### config.mk
export PLATFORM = sky130hd
export DESIGN_NAME = dual_capture_compare_unit
export DESIGN_NICKNAME = d
export VERILOG_FILES = /design/src/ccu_pkg.sv /design/src/cc_set_if.sv /design/src/dual_capture_compare_unit.sv /design/src/cc_register_set.sv
export SDC_FILE = /design/constraint.sdc
export NUM_CORES = 1
export LEC_CHECK = 0
export ABC_AREA = 1
export BUFFER_PORTS_ARGS = -buffer_cell sky130_fd_sc_hd__buf_2
export CORE_MARGIN = 2
export CORE_UTILIZATION = 35
export CTS_BUF_LIST = sky130_fd_sc_hd__clkbuf_2 sky130_fd_sc_hd__clkbuf_4 sky130_fd_sc_hd__clkbuf_8
export DETAILED_ROUTE_END_ITERATION = 8
export PLACE_DENSITY = 0.49
export SYNTH_ARGS = -nofsm -noshare
export SYNTH_HDL_FRONTEND = slang
export SYNTH_SLANG_ARGS = --single-unit
### constraint.sdc
create_clock -name sys_clk_i -period 1.8 [get_ports sys_clk_i]
set_clock_uncertainty 0.1 [all_clocks]
set_input_delay 0.36 -clock sys_clk_i [delete_from_list [all_inputs] [get_ports sys_clk_i]]
set_output_delay 0.36 -clock sys_clk_i [all_outputs]
set_load 0.02 [all_outputs]
### src/ccu_pkg.sv
// package: register map, field positions, mode codes and reset values of the dual capture/compare unit
// assumes: an 8-bit register port with 3-bit addresses and a 16-bit reference timer in the same clock domain
package ccu_pkg;

	// ********************************************************************
	// register offsets
	// ********************************************************************
	localparam logic [2:0] MODE_CTRL_ADDR = 3'h0;
	localparam logic [2:0] FLAG_REG_ADDR  = 3'h1;
	localparam logic [2:0] SET1_LO_ADDR   = 3'h2;
	localparam logic [2:0] SET1_HI_ADDR   = 3'h3;
	localparam logic [2:0] SET2_LO_ADDR   = 3'h4;
	localparam logic [2:0] SET2_HI_ADDR   = 3'h5;

	// ********************************************************************
	// field positions and widths
	// ********************************************************************
	localparam int MODE_W           = 4;
	localparam int SET1_MODE_LSB    = 0;
	localparam int SET2_MODE_LSB    = 4;
	localparam int ROLLOVER_FLAG_BIT = 0;
	localparam int SET1_FLAG_BIT    = 2;
	localparam int SET2_FLAG_BIT    = 3;
	localparam int TIMER_W          = 16;
	localparam int DATA_W           = 8;

	// ********************************************************************
	// reset values
	// ********************************************************************
	localparam logic [7:0]  MODE_CTRL_RST = 8'h00;
	localparam logic [1:0]  FLAG_RST      = 2'h0;
	localparam logic [15:0] VALUE_RST     = 16'h0000;
	localparam logic [3:0]  PRESC_RST     = 4'h0;

	// ********************************************************************
	// per-set mode codes
	// ********************************************************************
	localparam logic [1:0] GROUP_OFF  = 2'h0;
	localparam logic [1:0] GROUP_CAPT = 2'h1;
	localparam logic [1:0] GROUP_SWI  = 2'h3;
	localparam logic [3:0] MODE_FALL  = 4'h4;
	localparam logic [3:0] MODE_RISE  = 4'h5;
	localparam logic [3:0] MODE_RISE4 = 4'h6;
	localparam logic [3:0] MODE_RISE16 = 4'h7;
	localparam logic [3:0] MODE_SET   = 4'h8;
	localparam logic [3:0] MODE_CLR   = 4'h9;
	localparam logic [3:0] MODE_TGL   = 4'ha;
	localparam logic [3:0] MODE_RSV   = 4'hb;
	localparam logic [3:0] MODE_SPEC  = 4'hf;
	localparam logic [3:0] PRESC4_LAST  = 4'h3;
	localparam logic [3:0] PRESC16_LAST = 4'hf;

endpackage

### src/cc_set_if.sv
// interface: the signals between the unit's register front end and one capture/compare set
// assumes: both ends run on the same system clock
`timescale 1ns/10ps
`default_nettype none

interface cc_set_if;
	logic [3:0]  mode;
	logic [15:0] timer;
	logic        rise;
	logic        fall;
	logic [7:0]  wdata;
	logic        wr_lo;
	logic        wr_hi;
	logic        adc_en;
	logic [15:0] value;
	logic        event_pulse;
	logic        out_level;
	logic        out_owned;
	logic        trigger;

	// the set itself
	modport unit (input mode, timer, rise, fall, wdata, wr_lo, wr_hi, adc_en,
		output value, event_pulse, out_level, out_owned, trigger);
	// the register front end
	modport ctrl (output mode, timer, rise, fall, wdata, wr_lo, wr_hi, adc_en,
		input value, event_pulse, out_level, out_owned, trigger);
endinterface

`default_nettype wire

### src/dual_capture_compare_unit.sv
// module: two-set capture/compare unit with its register port, edge synchroniser and flag register
// assumes: reference timer count comes from logic on sys_clk_i; edge pin is asynchronous
//
// Design decisions made here: the register offsets and strobed register access.
`timescale 1ns/10ps
`default_nettype none

module dual_capture_compare_unit #(
	parameter int TIMER_W = 16
) (
	input  wire logic        sys_clk_i,
	input  wire logic        sys_rst_i,
	input  wire logic [2:0]  reg_addr_i,
	input  wire logic [7:0]  reg_wdata_i,
	input  wire logic        reg_wr_i,
	input  wire logic        reg_rd_i,
	output logic      [7:0]  reg_rdata_o,
	input  wire logic [15:0] reference_timer_count_i,
	input  wire logic        edge_input_pin_i,
	input  wire logic        adc_enable_i,
	output logic      [1:0]  compare_output_pin_o,
	output logic      [1:0]  compare_output_owned_o,
	output logic      [1:0]  set_request_flag_o,
	output logic             conversion_start_o
);

	// ********************************************************************
	// elaboration check
	// ********************************************************************
	// capture registers and byte access are built for a 16-bit timer only
	if (TIMER_W != ccu_pkg::TIMER_W) begin : bad_timer_width
		$error("TIMER_W must be 16");
	end

	// ********************************************************************
	// edge pin synchroniser and edge detect
	// ********************************************************************
	logic edge_meta;
	logic edge_sync;
	logic edge_prev;
	logic rise;
	logic next_rise;
	logic fall;
	logic next_fall;

	// the pin level is taken as is, so a port write driving it can capture
	always_comb begin
		next_rise = edge_sync && !edge_prev;
		next_fall = !edge_sync && edge_prev;
	end

	// edge_meta feeds edge_sync only; detect looks at the second and third stages
	always_ff @(posedge sys_clk_i) begin
		if (sys_rst_i) begin
			edge_meta <= 1'b0;
			edge_sync <= 1'b0;
			edge_prev <= 1'b0;
			rise      <= 1'b0;
			fall      <= 1'b0;
		end else begin
			edge_meta <= edge_input_pin_i;
			edge_sync <= edge_meta;
			edge_prev <= edge_sync;
			rise      <= next_rise;
			fall      <= next_fall;
		end
	end

	// ********************************************************************
	// registers
	// ********************************************************************
	logic [7:0]  mode_ctrl;
	logic [7:0]  next_mode_ctrl;
	logic [1:0]  flag;
	logic [1:0]  next_flag;
	logic [7:0]  rdata;
	logic [7:0]  next_rdata;
	logic [15:0] set_value [2];
	logic [1:0]  set_event;
	logic [1:0]  set_out;
	logic [1:0]  set_owned;
	logic [1:0]  set_trigger;
	logic        wr_mode;
	logic        wr_flag;
	logic [1:0]  wr_lo;
	logic [1:0]  wr_hi;

	// write decode, one strobe per register
	always_comb begin
		wr_mode  = reg_wr_i && (reg_addr_i == ccu_pkg::MODE_CTRL_ADDR);
		wr_flag  = reg_wr_i && (reg_addr_i == ccu_pkg::FLAG_REG_ADDR);
		wr_lo[0] = reg_wr_i && (reg_addr_i == ccu_pkg::SET1_LO_ADDR);
		wr_hi[0] = reg_wr_i && (reg_addr_i == ccu_pkg::SET1_HI_ADDR);
		wr_lo[1] = reg_wr_i && (reg_addr_i == ccu_pkg::SET2_LO_ADDR);
		wr_hi[1] = reg_wr_i && (reg_addr_i == ccu_pkg::SET2_HI_ADDR);
	end

	// flags: a write loads them, a hardware event in the same cycle still wins
	always_comb begin
		next_mode_ctrl = wr_mode ? reg_wdata_i : mode_ctrl;
		next_flag      = flag;
		if (wr_flag) begin
			next_flag = {reg_wdata_i[ccu_pkg::SET2_FLAG_BIT], reg_wdata_i[ccu_pkg::SET1_FLAG_BIT]};
		end
		next_flag = next_flag | set_event;
	end

	// read mux; data stand only in the cycle after the strobe, unmapped reads give zero
	always_comb begin
		next_rdata = 8'h00;
		if (reg_rd_i) begin
			case (reg_addr_i)
				ccu_pkg::MODE_CTRL_ADDR: next_rdata = mode_ctrl;
				// bit 0 belongs to the timer's rollover flag; this unit never drives it
				ccu_pkg::FLAG_REG_ADDR: begin
					next_rdata = 8'h00;
					next_rdata[ccu_pkg::SET1_FLAG_BIT] = flag[0];
					next_rdata[ccu_pkg::SET2_FLAG_BIT] = flag[1];
				end
				ccu_pkg::SET1_LO_ADDR:   next_rdata = set_value[0][7:0];
				ccu_pkg::SET1_HI_ADDR:   next_rdata = set_value[0][15:8];
				ccu_pkg::SET2_LO_ADDR:   next_rdata = set_value[1][7:0];
				ccu_pkg::SET2_HI_ADDR:   next_rdata = set_value[1][15:8];
				default:                 next_rdata = 8'h00;
			endcase
		end
	end

	// register bank, cleared by any device reset
	always_ff @(posedge sys_clk_i) begin
		if (sys_rst_i) begin
			mode_ctrl <= ccu_pkg::MODE_CTRL_RST;
			flag      <= ccu_pkg::FLAG_RST;
			rdata     <= 8'h00;
		end else begin
			mode_ctrl <= next_mode_ctrl;
			flag      <= next_flag;
			rdata     <= next_rdata;
		end
	end

	// ********************************************************************
	// the two register sets
	// ********************************************************************
	for (genvar g = 0; g < 2; g++) begin : set_gen
		cc_set_if port_if ();

		assign port_if.mode   = mode_ctrl[g * ccu_pkg::SET2_MODE_LSB +: ccu_pkg::MODE_W];
		assign port_if.timer  = reference_timer_count_i;
		assign port_if.rise   = rise;
		assign port_if.fall   = fall;
		assign port_if.wdata  = reg_wdata_i;
		assign port_if.wr_lo  = wr_lo[g];
		assign port_if.wr_hi  = wr_hi[g];
		assign port_if.adc_en = adc_enable_i;
		assign set_value[g]   = port_if.value;
		assign set_event[g]   = port_if.event_pulse;
		assign set_out[g]     = port_if.out_level;
		assign set_owned[g]   = port_if.out_owned;
		assign set_trigger[g] = port_if.trigger;

		cc_register_set set_inst (
			.sys_clk_i (sys_clk_i),
			.sys_rst_i (sys_rst_i),
			.port_if   (port_if.unit)
		);
	end

	// ********************************************************************
	// outputs
	// ********************************************************************
	// the trigger only starts a conversion; no timer reset or rollover path exists
	assign conversion_start_o     = |set_trigger;
	assign compare_output_pin_o   = set_out;
	assign compare_output_owned_o = set_owned;
	assign set_request_flag_o     = flag;
	assign reg_rdata_o            = rdata;
endmodule // dual_capture_compare_unit

`default_nettype wire

### src/cc_register_set.sv
// module: one capture/compare register set with its edge prescaler and compare output latch
// assumes: edges arrive already synchronised as one-cycle pulses; timer is on this clock
`timescale 1ns/10ps
`default_nettype none

module cc_register_set (
	input  wire logic sys_clk_i,
	input  wire logic sys_rst_i,
	cc_set_if.unit    port_if
);

	// ********************************************************************
	// mode decode
	// ********************************************************************
	logic        off;
	logic        capt;
	logic        capture_hit;
	logic        match_hit;
	logic [15:0] value;
	logic [15:0] next_value;
	logic [3:0]  presc;
	logic [3:0]  next_presc;
	logic        out_latch;
	logic        next_out_latch;
	logic [3:0]  prev_mode;
	logic        match_last;
	logic        next_match_last;
	logic        event_pulse;
	logic        next_event_pulse;
	logic        trigger;
	logic        next_trigger;

	// the capture event per edge selection; prescale counts rising edges only
	always_comb begin
		off         = (port_if.mode[3:2] == ccu_pkg::GROUP_OFF);
		capt        = (port_if.mode[3:2] == ccu_pkg::GROUP_CAPT);
		capture_hit = 1'b0;
		case (port_if.mode)
			ccu_pkg::MODE_FALL:   capture_hit = port_if.fall;
			ccu_pkg::MODE_RISE:   capture_hit = port_if.rise;
			ccu_pkg::MODE_RISE4:  capture_hit = port_if.rise && (presc[1:0] == ccu_pkg::PRESC4_LAST[1:0]);
			ccu_pkg::MODE_RISE16: capture_hit = port_if.rise && (presc == ccu_pkg::PRESC16_LAST);
			default:              capture_hit = 1'b0;
		endcase
		// fire once per equality, the timer may sit on one value for many clocks
		next_match_last = port_if.mode[3] && (port_if.timer == value);
		match_hit       = next_match_last && !match_last;
	end

	// ********************************************************************
	// next state
	// ********************************************************************
	always_comb begin
		next_value = value;
		if (capture_hit) begin
			next_value = port_if.timer;
		end else if (port_if.wr_lo) begin
			next_value = {value[15:8], port_if.wdata};
		end else if (port_if.wr_hi) begin
			next_value = {port_if.wdata, value[7:0]};
		end
		// a switch between prescale settings keeps the count
		next_presc = presc;
		if (!capt) begin
			next_presc = ccu_pkg::PRESC_RST;
		end else if (port_if.rise) begin
			next_presc = presc + 4'h1;
		end
		next_out_latch = out_latch;
		if (off) begin
			next_out_latch = 1'b0;
		end else if (prev_mode[3:2] == ccu_pkg::GROUP_OFF && port_if.mode == ccu_pkg::MODE_CLR) begin
			next_out_latch = 1'b1;
		end else if (match_hit) begin
			case (port_if.mode)
				ccu_pkg::MODE_SET: next_out_latch = 1'b1;
				ccu_pkg::MODE_CLR: next_out_latch = 1'b0;
				ccu_pkg::MODE_TGL: next_out_latch = !out_latch;
				default:           next_out_latch = out_latch;
			endcase
		end
		next_event_pulse = capture_hit || (match_hit && port_if.mode != ccu_pkg::MODE_RSV);
		next_trigger     = match_hit && (port_if.mode == ccu_pkg::MODE_SPEC) && port_if.adc_en;
	end

	// registers, all cleared by the device reset
	always_ff @(posedge sys_clk_i) begin
		if (sys_rst_i) begin
			value       <= ccu_pkg::VALUE_RST;
			presc       <= ccu_pkg::PRESC_RST;
			out_latch   <= 1'b0;
			prev_mode   <= 4'h0;
			match_last  <= 1'b0;
			event_pulse <= 1'b0;
			trigger     <= 1'b0;
		end else begin
			value       <= next_value;
			presc       <= next_presc;
			out_latch   <= next_out_latch;
			prev_mode   <= port_if.mode;
			match_last  <= next_match_last;
			event_pulse <= next_event_pulse;
			trigger     <= next_trigger;
		end
	end

	assign port_if.value       = value;
	assign port_if.event_pulse = event_pulse;
	assign port_if.out_level   = out_latch;
	assign port_if.trigger     = trigger;
	// the pin belongs to the set only in the three output-driving compare modes
	assign port_if.out_owned   = (port_if.mode == ccu_pkg::MODE_SET) || (port_if.mode == ccu_pkg::MODE_CLR)
		|| (port_if.mode == ccu_pkg::MODE_TGL);
endmodule // cc_register_set

`default_nettype wire

# Yosys cells after proc, flatten, opt, wreduce, memory -nomap -nowiden
# Cells that the tools add are included.
# word_totals
ff_bits	79
inputBits	33
out_inout_bits	15
word_cells	138
# classes
addsub	2
n_eq_ne	33
n_mux	16
bitwise_logic	4
n_reduce_logical	59
# op_table
op	count
16-bit 2-to-1 mux	6
8-bit one-hot mux with 6 select lines	1
4-bit equality test (second input constant)	10
16-bit equality test	2
4-bit by 3-bit equality test with 1-bit output (second input constant)	8
1-bit logical AND	24
2-bit nonzero test	6
2-bit OR reduction	6
4-bit by 1-bit adder with 4-bit output (second input constant)	2
2-bit zero test	4
4-bit inequality test (second input constant)	2
1-bit one-hot mux with 4 select lines	2
2-bit AND reduction	4
4-bit nonzero test	2
3-bit by 2-bit equality test with 1-bit output (second input constant)	2
3-bit equality test (second input constant)	2
1-bit zero test	6
1-bit logical OR	6
1-bit one-hot mux with 3 select lines	2
2-bit by 1-bit equality test with 1-bit output (second input constant)	2
2-bit equality test (second input constant)	2
1-bit 2-to-1 mux	4
2-bit by 1-bit inequality test with 1-bit output (second input constant)	2
3-bit by 1-bit equality test with 1-bit output (second input constant)	1
4 further kinds	6

# Logic depth before layout (Yosys ltp)
# Gate-level depths: netlist (run 1).
# depth
ltp_word	5
ltp_mapped	11
mapped_depth_nobuf	11

# Hierarchy
# Synthesis (run 1) repeated with hierarchy kept, for this count alone.
# hier_totals
hier_cells	754
area_unflattened_um2	4742.0
# by_module_without_submodules
mod	instances	cells_per_inst	area_each_um2	seq_area_each_um2
cc_register_set (set_gen[0].set_inst)	1	324	1794.2	520.5
cc_register_set (set_gen[1].set_inst)	1	252	1724.2	520.5
dual_capture_compare_unit	1	178	1223.7	460.4

# Least setup slack after synthesis (run 1)
# Ideal clock, no wire load.
# synth_timing
path_kind	reg2reg
startpoint	reg set_gen[0].set_inst.presc[1]
endpoint	reg set_gen[0].set_inst.value[4]
setup_ps	128
t_arrival_ps	1338
required_time_ps	1572
path_slack_ps	234
path_stages_with_launch	10
path_buffers	1
synth_period_minus_slack_ps	1566
path_cell_list	dfxtp_1 ha_1 nand2_1 o31ai_2 nand2_2 buf_2 nand3_1 o21ai_0 a21oi_1 nor2_1
# synth_via
elab_chain_cells	4
word_cells_on_any_way	7
classes_between	eq/ne (2); mux (2); reduce/logical (3)
# synth_rtl
element	line_no	rtl
start, declared	cc_register_set.sv:21	logic [3:0] presc;
start signal, assigned	cc_register_set.sv:90	presc <= ccu_pkg::PRESC_RST;
start signal, assigned	cc_register_set.sv:98	presc <= next_presc;
4-bit equality test or 2-bit equality test (tied branches)	cc_register_set.sv:42, cc_register_set.sv:41	
1-bit logical AND, on equally long branches	cc_register_set.sv:42, cc_register_set.sv:41	
1-bit one-hot mux with 4 select lines *	cc_register_set.sv:38	case (port_if.mode)
16-bit 2-to-1 mux or 2-bit nonzero test (tied branches)	-	
end signal, assigned	cc_register_set.sv:89	value <= ccu_pkg::VALUE_RST;
end signal, assigned	cc_register_set.sv:97	value <= next_value;
end, declared	cc_register_set.sv:19	logic [15:0] value;
# Mark *: on every way between the ends. The rest lies on a longest branch, timed or not.
# A chain may end at the register's enable or synchronous reset.

# Final worst setup path (run 1)
# layout_timing
startpoint	reg mode_ctrl[6]
endpoint	out compare_output_owned_o[1]
# layout_via
elab_chain_cells	3
word_cells_on_any_way	5
classes_between	eq/ne (3); reduce/logical (2)
# layout_rtl
element	line_no	rtl
start, declared	dual_capture_compare_unit.sv:72	logic [7:0] mode_ctrl;
start signal, assigned	dual_capture_compare_unit.sv:132	mode_ctrl <= ccu_pkg::MODE_CTRL_RST;
start signal, assigned	dual_capture_compare_unit.sv:136	mode_ctrl <= next_mode_ctrl;
4-bit equality test	cc_register_set.sv:112	assign port_if.out_owned = (port_if.mode == ccu_pkg::MODE_SET) || (port_if.mode == ccu_pkg::MODE_CLR)
1-bit logical OR	cc_register_set.sv:112	
1-bit logical OR *	cc_register_set.sv:113	|| (port_if.mode == ccu_pkg::MODE_TGL);
end, declared	dual_capture_compare_unit.sv:22	output logic [1:0] compare_output_owned_o,
# Marks and branches as above.

==> impl_metrics.yaml, run 1 <==
outcome:
  outcome: "completed"
logic_synthesis:
  synthesis.yosys.warnings: 0
  netlist_instances: 674
  yosysSeqAreaShare_pct: 35.1
  post-synth-top-area-cell: "sky130_fd_sc_hd__dfxtp_1"
  ys_async_sr_fraction_pct: 0
  synth_commonest_cells: "sky130_fd_sc_hd__nand2_1 (177), sky130_fd_sc_hd__inv_1 (93), sky130_fd_sc_hd__nor2_1 (88), sky130_fd_sc_hd__dfxtp_1 (75), sky130_fd_sc_hd__nand3_1 (59)"
  number_of_enable_type_register_cells_in_the_synthesized_netlist: 0
  syn-num-nets: 709
  syn-mean-instance-area_sq_um: 6.34
  ys_seq_elements: 75
  post-synth-top-count-cell: "sky130_fd_sc_hd__nand2_1"
  synthFlopType: "sky130_fd_sc_hd__dfxtp_1"
  synth_top_area_share_pct: 35.1
  ys_types: 41
  synthesis.area_sq_um: 4270
  synth_top_cells_by_area: "sky130_fd_sc_hd__dfxtp_1 (35%), sky130_fd_sc_hd__nand2_1 (16%), sky130_fd_sc_hd__inv_1 (8.2%), sky130_fd_sc_hd__nor2_1 (7.7%), sky130_fd_sc_hd__nand3_1 (6.9%)"
global_routing:
  grtUsageMet3_pct: 4.55
  remaining_global_route_overflow: 0
  global_route.usage.total_pct: 27.2
  grt_antenna_before_repair: 1
  grt_max_degree: 26
  grt_pass1_wl_mm: 26.2
  top_usage_layer: "met2"
  via_count_of_the_first_global_routing_pass: 4610
  globalRouteMet1Util_pct: 37.4
  globalRouteMet2Util_pct: 43.2
flow_run:
  drv.max_cap_violation_count: 0
floorplan:
  initial_utilization_pct: 35.7
  placeableCoreArea_sq_um: 12000
  std_cell_rows: 40
  die_area_sq_um: 13100
  die_x_um: 114
  ios: 48
  die-height_um: 114
final_layout:
  diodes: 0
  post-route-util_pct: 48.4
  seq_area_sq_um: 1520
  multi_input_gate_area_sq_um: 2410
  layout.filler_cells: 1292
  finalNetCount: 851
  final_cell_area_sq_um: 5790
  instances_no_fill: 968
  layout-drive-gt1-share_pct: 27.0
  area_growth_pct: 35.5
clock_network:
  post_cts_hold_buffer_count: 0
  clock_path_buffers: 2
  cts_tree: "built"
  clkTransAtPathRegs_ns: 0.08
  clk_root_buffer_cell: "sky130_fd_sc_hd__clkbuf_8"
  htree_levels: 3
  clock_insertion_delay_worst_skew_ns: 0.38
  clock-sinks: 75
  numCtsBuffers: 9
placement:
  placement.cell_area_sq_um: 5210
  detailedPlace.worstSlack_ns: -0.0772
  dp_cells: 933
  dp.final_hpwl_mm: 13.9
  placement.io_buffers: 47
  finalWeightedCongestion: 0.968
sta:
  fmax_mhz: 569
  post_layout_min_period_ns: 1.76
  finalSetupTns_ns: 0
  timing.final.max_slew_violations: 0
  unrepaired_setup_endpoints_after_global_routing: "yes"
  final_hold_viol_count: 0
  setup_violations: 0
  timing.final.crit_share_pct: 97.7
  setup_slack_ns: 0.0415
  slew_headroom_pct: 68.1
  timing.hold.ws_ns: 0.0857
  actual_slew_at_the_worst_max_slew_pin_ns: 0.478
power:
  pwr-share-seq_pct: 44.0
  leakage_nw: 2.75
  power_switching_share_pct: 27.6
  fin_total_pwr_mw: 3.90
  ir_worst_vdd_uv: 289
  combinationalPowerShare_pct: 14.6
  internal_power_mw: 2.83
  netSwitchingPower_mw: 1.08
  power_density_nw_per_um2: 674
  power_frac_clock_pct: 41.3
drt:
  wirelength_mm: 18.0
  detail_route.vias_per_cell: 5.18
  drc: 0
  dr.first_iter.drc_count: 414
  wl_per_cell_um: 18.6
  antenna_violating_nets_post_route: 0
  via_count: 5015
  drtPass1Iterations: 5
hold_path:
  min-delay-path-class: "in2reg"
  min-delay-start: "edge_input_pin_i"
critical_path:
  critical_path.reg2reg.startpoint: "set_gen[0].set_inst.presc[0]"
  crit_fanout: 4
  worst_setup_path_startpoint: "mode_ctrl[6]"
  setup.worst_path.start_class: "flop"
  required_ns: 1.34
  kind_of_critical_path: "reg2out"
  cp.arrival_ns: 1.30
  endpoint_type_of_the_worst_setup_path: "output port"
-- layout make-up --
type                            instances  area share (%)
Clock buffer                            9            2.14
Multi-Input combinational cell        476            41.7
Inverter                              108            7.22
Sequential cell                        75            26.3
Clock inverter                          7            2.01
Tap cell                              147            3.18
Timing Repair Buffer                  146            17.5
-- flip-flops by register name (all words and copies together) (netlist names), 2 cells and up --
name                                  count
set_gen.set_inst.presc                    8
set_gen.set_inst.port_if.value           32
set_gen.set_inst.match_last               2
reg_rdata_o                               8
mode_ctrl                                 8
set_gen.set_inst.prev_mode                4
set_gen.set_inst.port_if.trigger          2
set_gen.set_inst.port_if.out_level        2
set_request_flag_o                        2
set_gen.set_inst.port_if.event_pulse      2
-- kinds of logic (layout without fill, tap and decap cells) --
logic type / after synthesis / after routing / share of synthesized area, %
AO/OA/AOI/OAI: 86 / 86 / 11.7
AND/OR/NAND/NOR: 377 / 379 / 39.0
XOR/XNOR: 9 / 9 / 1.84
flip-flops: 75 / 75 / 35.1
adder cells (fa/ha/maj): 2 / 2 / 0.586
buffers and inverters: 125 / 270 / 11.7
-- final timing paths --
check | depth (start not counted) | to | slack, ns
max | 5 | compare_output_owned_o[1] | 0.04
max reg2reg | 11 | set_gen[0].set_inst.port_if.value[10] | 0.05
min | 3 | edge_meta | 0.09
min reg2reg | 2 | edge_sync | 0.31
-- cell usage in the layout, fill, tap and decap left out, types with 2 or more instances in the layout --
cell,n
sky130_fd_sc_hd__nand2_1,173
sky130_fd_sc_hd__buf_4,96
sky130_fd_sc_hd__inv_1,91
sky130_fd_sc_hd__nor2_1,84
sky130_fd_sc_hd__dfxtp_1,63
sky130_fd_sc_hd__nand3_1,59
sky130_fd_sc_hd__buf_2,45
sky130_fd_sc_hd__a21oi_1,30
sky130_fd_sc_hd__nand4_1,21
sky130_fd_sc_hd__o21ai_0,17
sky130_fd_sc_hd__inv_2,14
sky130_fd_sc_hd__o22ai_1,10
sky130_fd_sc_hd__nor3_1,9
sky130_fd_sc_hd__clkbuf_8,9
sky130_fd_sc_hd__dfxtp_2,9
sky130_fd_sc_hd__xnor2_1,8
sky130_fd_sc_hd__nand3b_1,8
sky130_fd_sc_hd__a31oi_1,7
sky130_fd_sc_hd__nor2_2,5
sky130_fd_sc_hd__nand2_2,4
sky130_fd_sc_hd__o21ai_1,4
sky130_fd_sc_hd__buf_6,4
sky130_fd_sc_hd__a21oi_2,3
sky130_fd_sc_hd__a221oi_1,3
sky130_fd_sc_hd__nor2_4,3
sky130_fd_sc_hd__nand2_4,3
sky130_fd_sc_hd__bufinv_16,3
sky130_fd_sc_hd__dfxtp_4,3
sky130_fd_sc_hd__or2_2,2
sky130_fd_sc_hd__nand3_2,2
sky130_fd_sc_hd__a211oi_1,2
sky130_fd_sc_hd__o31ai_1,2
sky130_fd_sc_hd__nand2_8,2
sky130_fd_sc_hd__nor4_1,2
sky130_fd_sc_hd__o21bai_1,2
sky130_fd_sc_hd__ha_4,2
sky130_fd_sc_hd__clkinv_2,2
-- routing by layer --
metal  part of all wire (%)  up-vias
met1                     45     2335
met4                    2.6        0
met5                      0        -
met2                     45      196
met3                    7.0       27
li1                       -     2457
-- worst max-delay path, stage by stage (launching register included) --
cell and delay (ns):
sky130_fd_sc_hd__dfxtp_1 0.33, sky130_fd_sc_hd__inv_2 0.06, sky130_fd_sc_hd__buf_4 0.11, sky130_fd_sc_hd__nand2_1 0.09, sky130_fd_sc_hd__a21oi_2 0.16, sky130_fd_sc_hd__buf_4 0.16
-- power groups by stage --
stage                     Sequential, mW  Combinational [mW]  Clock (mW)
after floorplan                     1.75               0.243           0
after global placement              1.76               0.521           0
after detailed placement            1.76               0.520           0
after CTS                           1.72               0.527        1.64
after global routing                1.72               0.619        1.70
final                               1.72               0.571        1.61
-- what timing repair did --
action	in CTS	in global routing
endpoints found under the setup margin	19	36
pin swaps	2	9
gates resized for setup	8	47
gates cloned	0	2
buffers inserted	4	13
Note: power is estimated with default switching activity, not from simulation.
==> run 2: changes to the inputs <==
ABC_AREA = unset   (was 1)
PLACE_DENSITY = 0.52   (was 0.49)
SLEW_MARGIN = 20   (was unset)
clock period = 1.45 ns   (was 1.8 ns; I/O delays follow)
==> run 2 against run 1 <==
The flow now finishes with violations (negative setup slack); area after synthesis shrank 12%; wire length shrank 28%; core utilization grew 8.5 points; non-clock buffer count grew 23; largest cell class unchanged; sequential power grew 23%; sequential share of layout area shrank 0.43 points; register-to-register slack lost 0.74 ns; critical path type is now reg2reg.
==> impl_metrics.yaml, run 2 <==
outcome:
  outcome: "finished, violations left"
  failed_checks: "negative setup slack"
power:
  power_density_nw_per_um2: 820
  leakage_nw: 2.53
  ir_worst_vdd_uv: 493
final_layout:
  post-route-util_pct: 56.9
  finalNetCount: 616
  largest_register_ffs: 32
  diodes: 0
  layout_common_cells: "sky130_fd_sc_hd__buf_4 (106), sky130_fd_sc_hd__dfxtp_1 (51), sky130_fd_sc_hd__mux2i_1 (45), sky130_fd_sc_hd__buf_2 (44), sky130_fd_sc_hd__nand2_1 (30)"
  final_cell_area_sq_um: 5920
  largest-register: "set_gen.set_inst.port_if.value"
  layout-drive-gt1-share_pct: 52.9
  area_growth_pct: 56.9
  instances_no_fill: 722
  layout.filler_cells: 950
  mostFrequentLayoutCell: "sky130_fd_sc_hd__buf_4"
sta:
  unrepaired_setup_endpoints_after_global_routing: "yes"
  slew_headroom_pct: 73.4
  final_hold_viol_count: 0
  timing.final.crit_share_pct: 148
  finalSetupTns_ns: -8.46
  post_layout_min_period_ns: 2.14
  setup_slack_ns: -0.694
  setup_violations: 41
  fmax_mhz: 466
  actual_slew_at_the_worst_max_slew_pin_ns: 0.398
  timing.final.max_slew_violations: 0
placement:
  detailedPlace.worstSlack_ns: -0.793
  finalWeightedCongestion: 0.844
  placement.cell_area_sq_um: 5080
  placement.io_buffers: 47
  dp.final_hpwl_mm: 9.00
  dp_cells: 693
floorplan:
  die_area_sq_um: 11600
  std_cell_rows: 37
  initial_utilization_pct: 36.2
  placeableCoreArea_sq_um: 10400
  ios: 48
  die-height_um: 108
  die_x_um: 108
critical_path:
  endpoint_type_of_the_worst_setup_path: "flop"
  crit_fanout: 2
  setup.worst_path.start_class: "flop"
  kind_of_critical_path: "reg2reg"
  required_ns: 1.59
  worstPathCellList: "xnor2_2, nand2_1, or4_4, or4_4, mux2_4"
  cpLargestDelayFamily: "simple AND/OR/NAND/NOR gates"
  slowest_stage: "sky130_fd_sc_hd__or4_4"
  crit_path_frequent_cell: "sky130_fd_sc_hd__or4_4"
  critPathBufInv: 0
  critical-path-max-stage-delay_ns: 0.54
  cp.arrival_ns: 2.28
global_routing:
  via_count_of_the_first_global_routing_pass: 3551
  remaining_global_route_overflow: 0
  global_route.usage.total_pct: 21.6
  grt_pass1_wl_mm: 18.9
  grt_antenna_before_repair: 0
  grt_max_degree: 46
logic_synthesis:
  synthesis.area_sq_um: 3770
  synthesis.yosys.warnings: 0
  synth_xor_area_share_pct: 8.12
  yosysSeqAreaShare_pct: 39.8
  post-synth-top-area-cell: "sky130_fd_sc_hd__dfxtp_1"
  ys_types: 47
  post-synth-top-count-cell: "sky130_fd_sc_hd__dfxtp_1"
  post_synth_and_or_nand_nor_area_fraction_pct: 19.0
  synthFlopType: "sky130_fd_sc_hd__dfxtp_1"
  number_of_enable_type_register_cells_in_the_synthesized_netlist: 0
  ys_seq_elements: 75
  syn-mean-instance-area_sq_um: 8.78
  synth_top_area_share_pct: 39.8
  synth_commonest_cells: "sky130_fd_sc_hd__dfxtp_1 (75), sky130_fd_sc_hd__nor2_1 (58), sky130_fd_sc_hd__mux2i_1 (45), sky130_fd_sc_hd__a211oi_1 (33), sky130_fd_sc_hd__nand2_1 (33)"
  synth_top_cells_by_area: "sky130_fd_sc_hd__dfxtp_1 (40%), sky130_fd_sc_hd__mux2i_1 (12%), sky130_fd_sc_hd__a211oi_1 (6.6%), sky130_fd_sc_hd__nor2_1 (5.8%), sky130_fd_sc_hd__xnor2_1 (4.4%)"
  yosys.area_share.adder_pct: 0.663
  syn-num-nets: 465
  synthMuxAreaShare_pct: 13.2
  netlist_instances: 430
  synth_compound_gate_area_share_pct: 14.9
  ys_async_sr_fraction_pct: 0
  synth_top_family_by_area: "simple AND/OR/NAND/NOR gates"
drt:
  dr.first_iter.drc_count: 215
  via_count: 3723
  drtPass1Iterations: 5
  detail_route.vias_per_cell: 5.16
  wirelength_mm: 12.9
  wl_per_cell_um: 17.9
  drc: 0
  antenna_violating_nets_post_route: 0
clock_network:
  clkTransAtPathRegs_ns: 0.08
  clock_insertion_delay_worst_skew_ns: 0.36
  cts_tree: "built"
  htree_levels: 3
  clock_path_buffers: 2
  clock-sinks: 75
  clk_root_buffer_cell: "sky130_fd_sc_hd__clkbuf_8"
  numCtsBuffers: 9
hold_path:
  min-delay-path-class: "in2reg"
flow_run:
  drv.max_cap_violation_count: 0
==> run 2: per-stage QoR <==
stage / power (mW) / hold slack (ns)
after floorplan: 2.41 / 0.269
after global placement: 2.72 / 0.291
after detailed placement: 2.72 / 0.300
after CTS: 4.86 / 0.0336
after global routing: 5.03 / 0.0525
final: 4.86 / 0.0476
==> run 2: cells by family (layout without fill, tap and decap cells) <==
kind of cell	after synthesis	in the layout
and+or+nand+nor	151	151
muxes	49	49
adders and majority gates	2	2
xor gates and xnor gates	35	35
AOI/OAI and AO/OA	80	80
DFF	75	75
buffers and inverters	38	194
==> run 2: what timing repair did <==
item	in CTS	in global routing
setup buffers	9	0
endpoints found under the setup margin	43	43
hold buffers	0	0
gates cloned	0	4
pin swaps	18	10
gates resized for setup	50	63
==> run 2: report_power, final <==
group	total [mW]	switching [mW]	leakage, nW	internal (mW)
registers	2.12	0.0254	0.619	2.09
logic	0.632	0.326	1.78	0.306
clock network	2.11	0.827	0.133	1.28
total	4.86	1.18	2.53	3.68
==> run 2: final cells by class <==
class | count | area, sq um | area share, %
Clock buffer | 12 | 165 | 2.79
Clock inverter | 4 | 95.1 | 1.61
Inverter | 9 | 33.8 | 0.570
Multi-Input combinational cell | 317 | 2590 | 43.7
Sequential cell | 75 | 1530 | 25.9
Tap cell | 136 | 170 | 2.87
Timing Repair Buffer | 169 | 1340 | 22.6
==> run 2: final timing paths <==
| path | start | end | slack, ns | cells after the start |
|---|---|---|---|---|
| max reg2reg | set_gen[0].set_inst.port_if.value[3] | set_gen[0].set_inst.port_if.out_level | -0.69 | 5 |
| min | edge_input_pin_i | edge_meta | 0.05 | 2 |
| max | set_gen[0].set_inst.port_if.value[3] | set_gen[0].set_inst.port_if.out_level | -0.69 | 5 |
| min reg2reg | edge_prev | rise | 0.31 | 1 |
==> run 2: per-layer routing <==
layer | GRT usage, % | vias up | part of all wire, %
met5 | 0 | - | 0
met4 | 6.87 | 0 | 1.5
li1 | - | 1816 | -
met1 | 29.8 | 1783 | 45
met3 | 3.51 | 16 | 5.2
met2 | 34.3 | 108 | 48
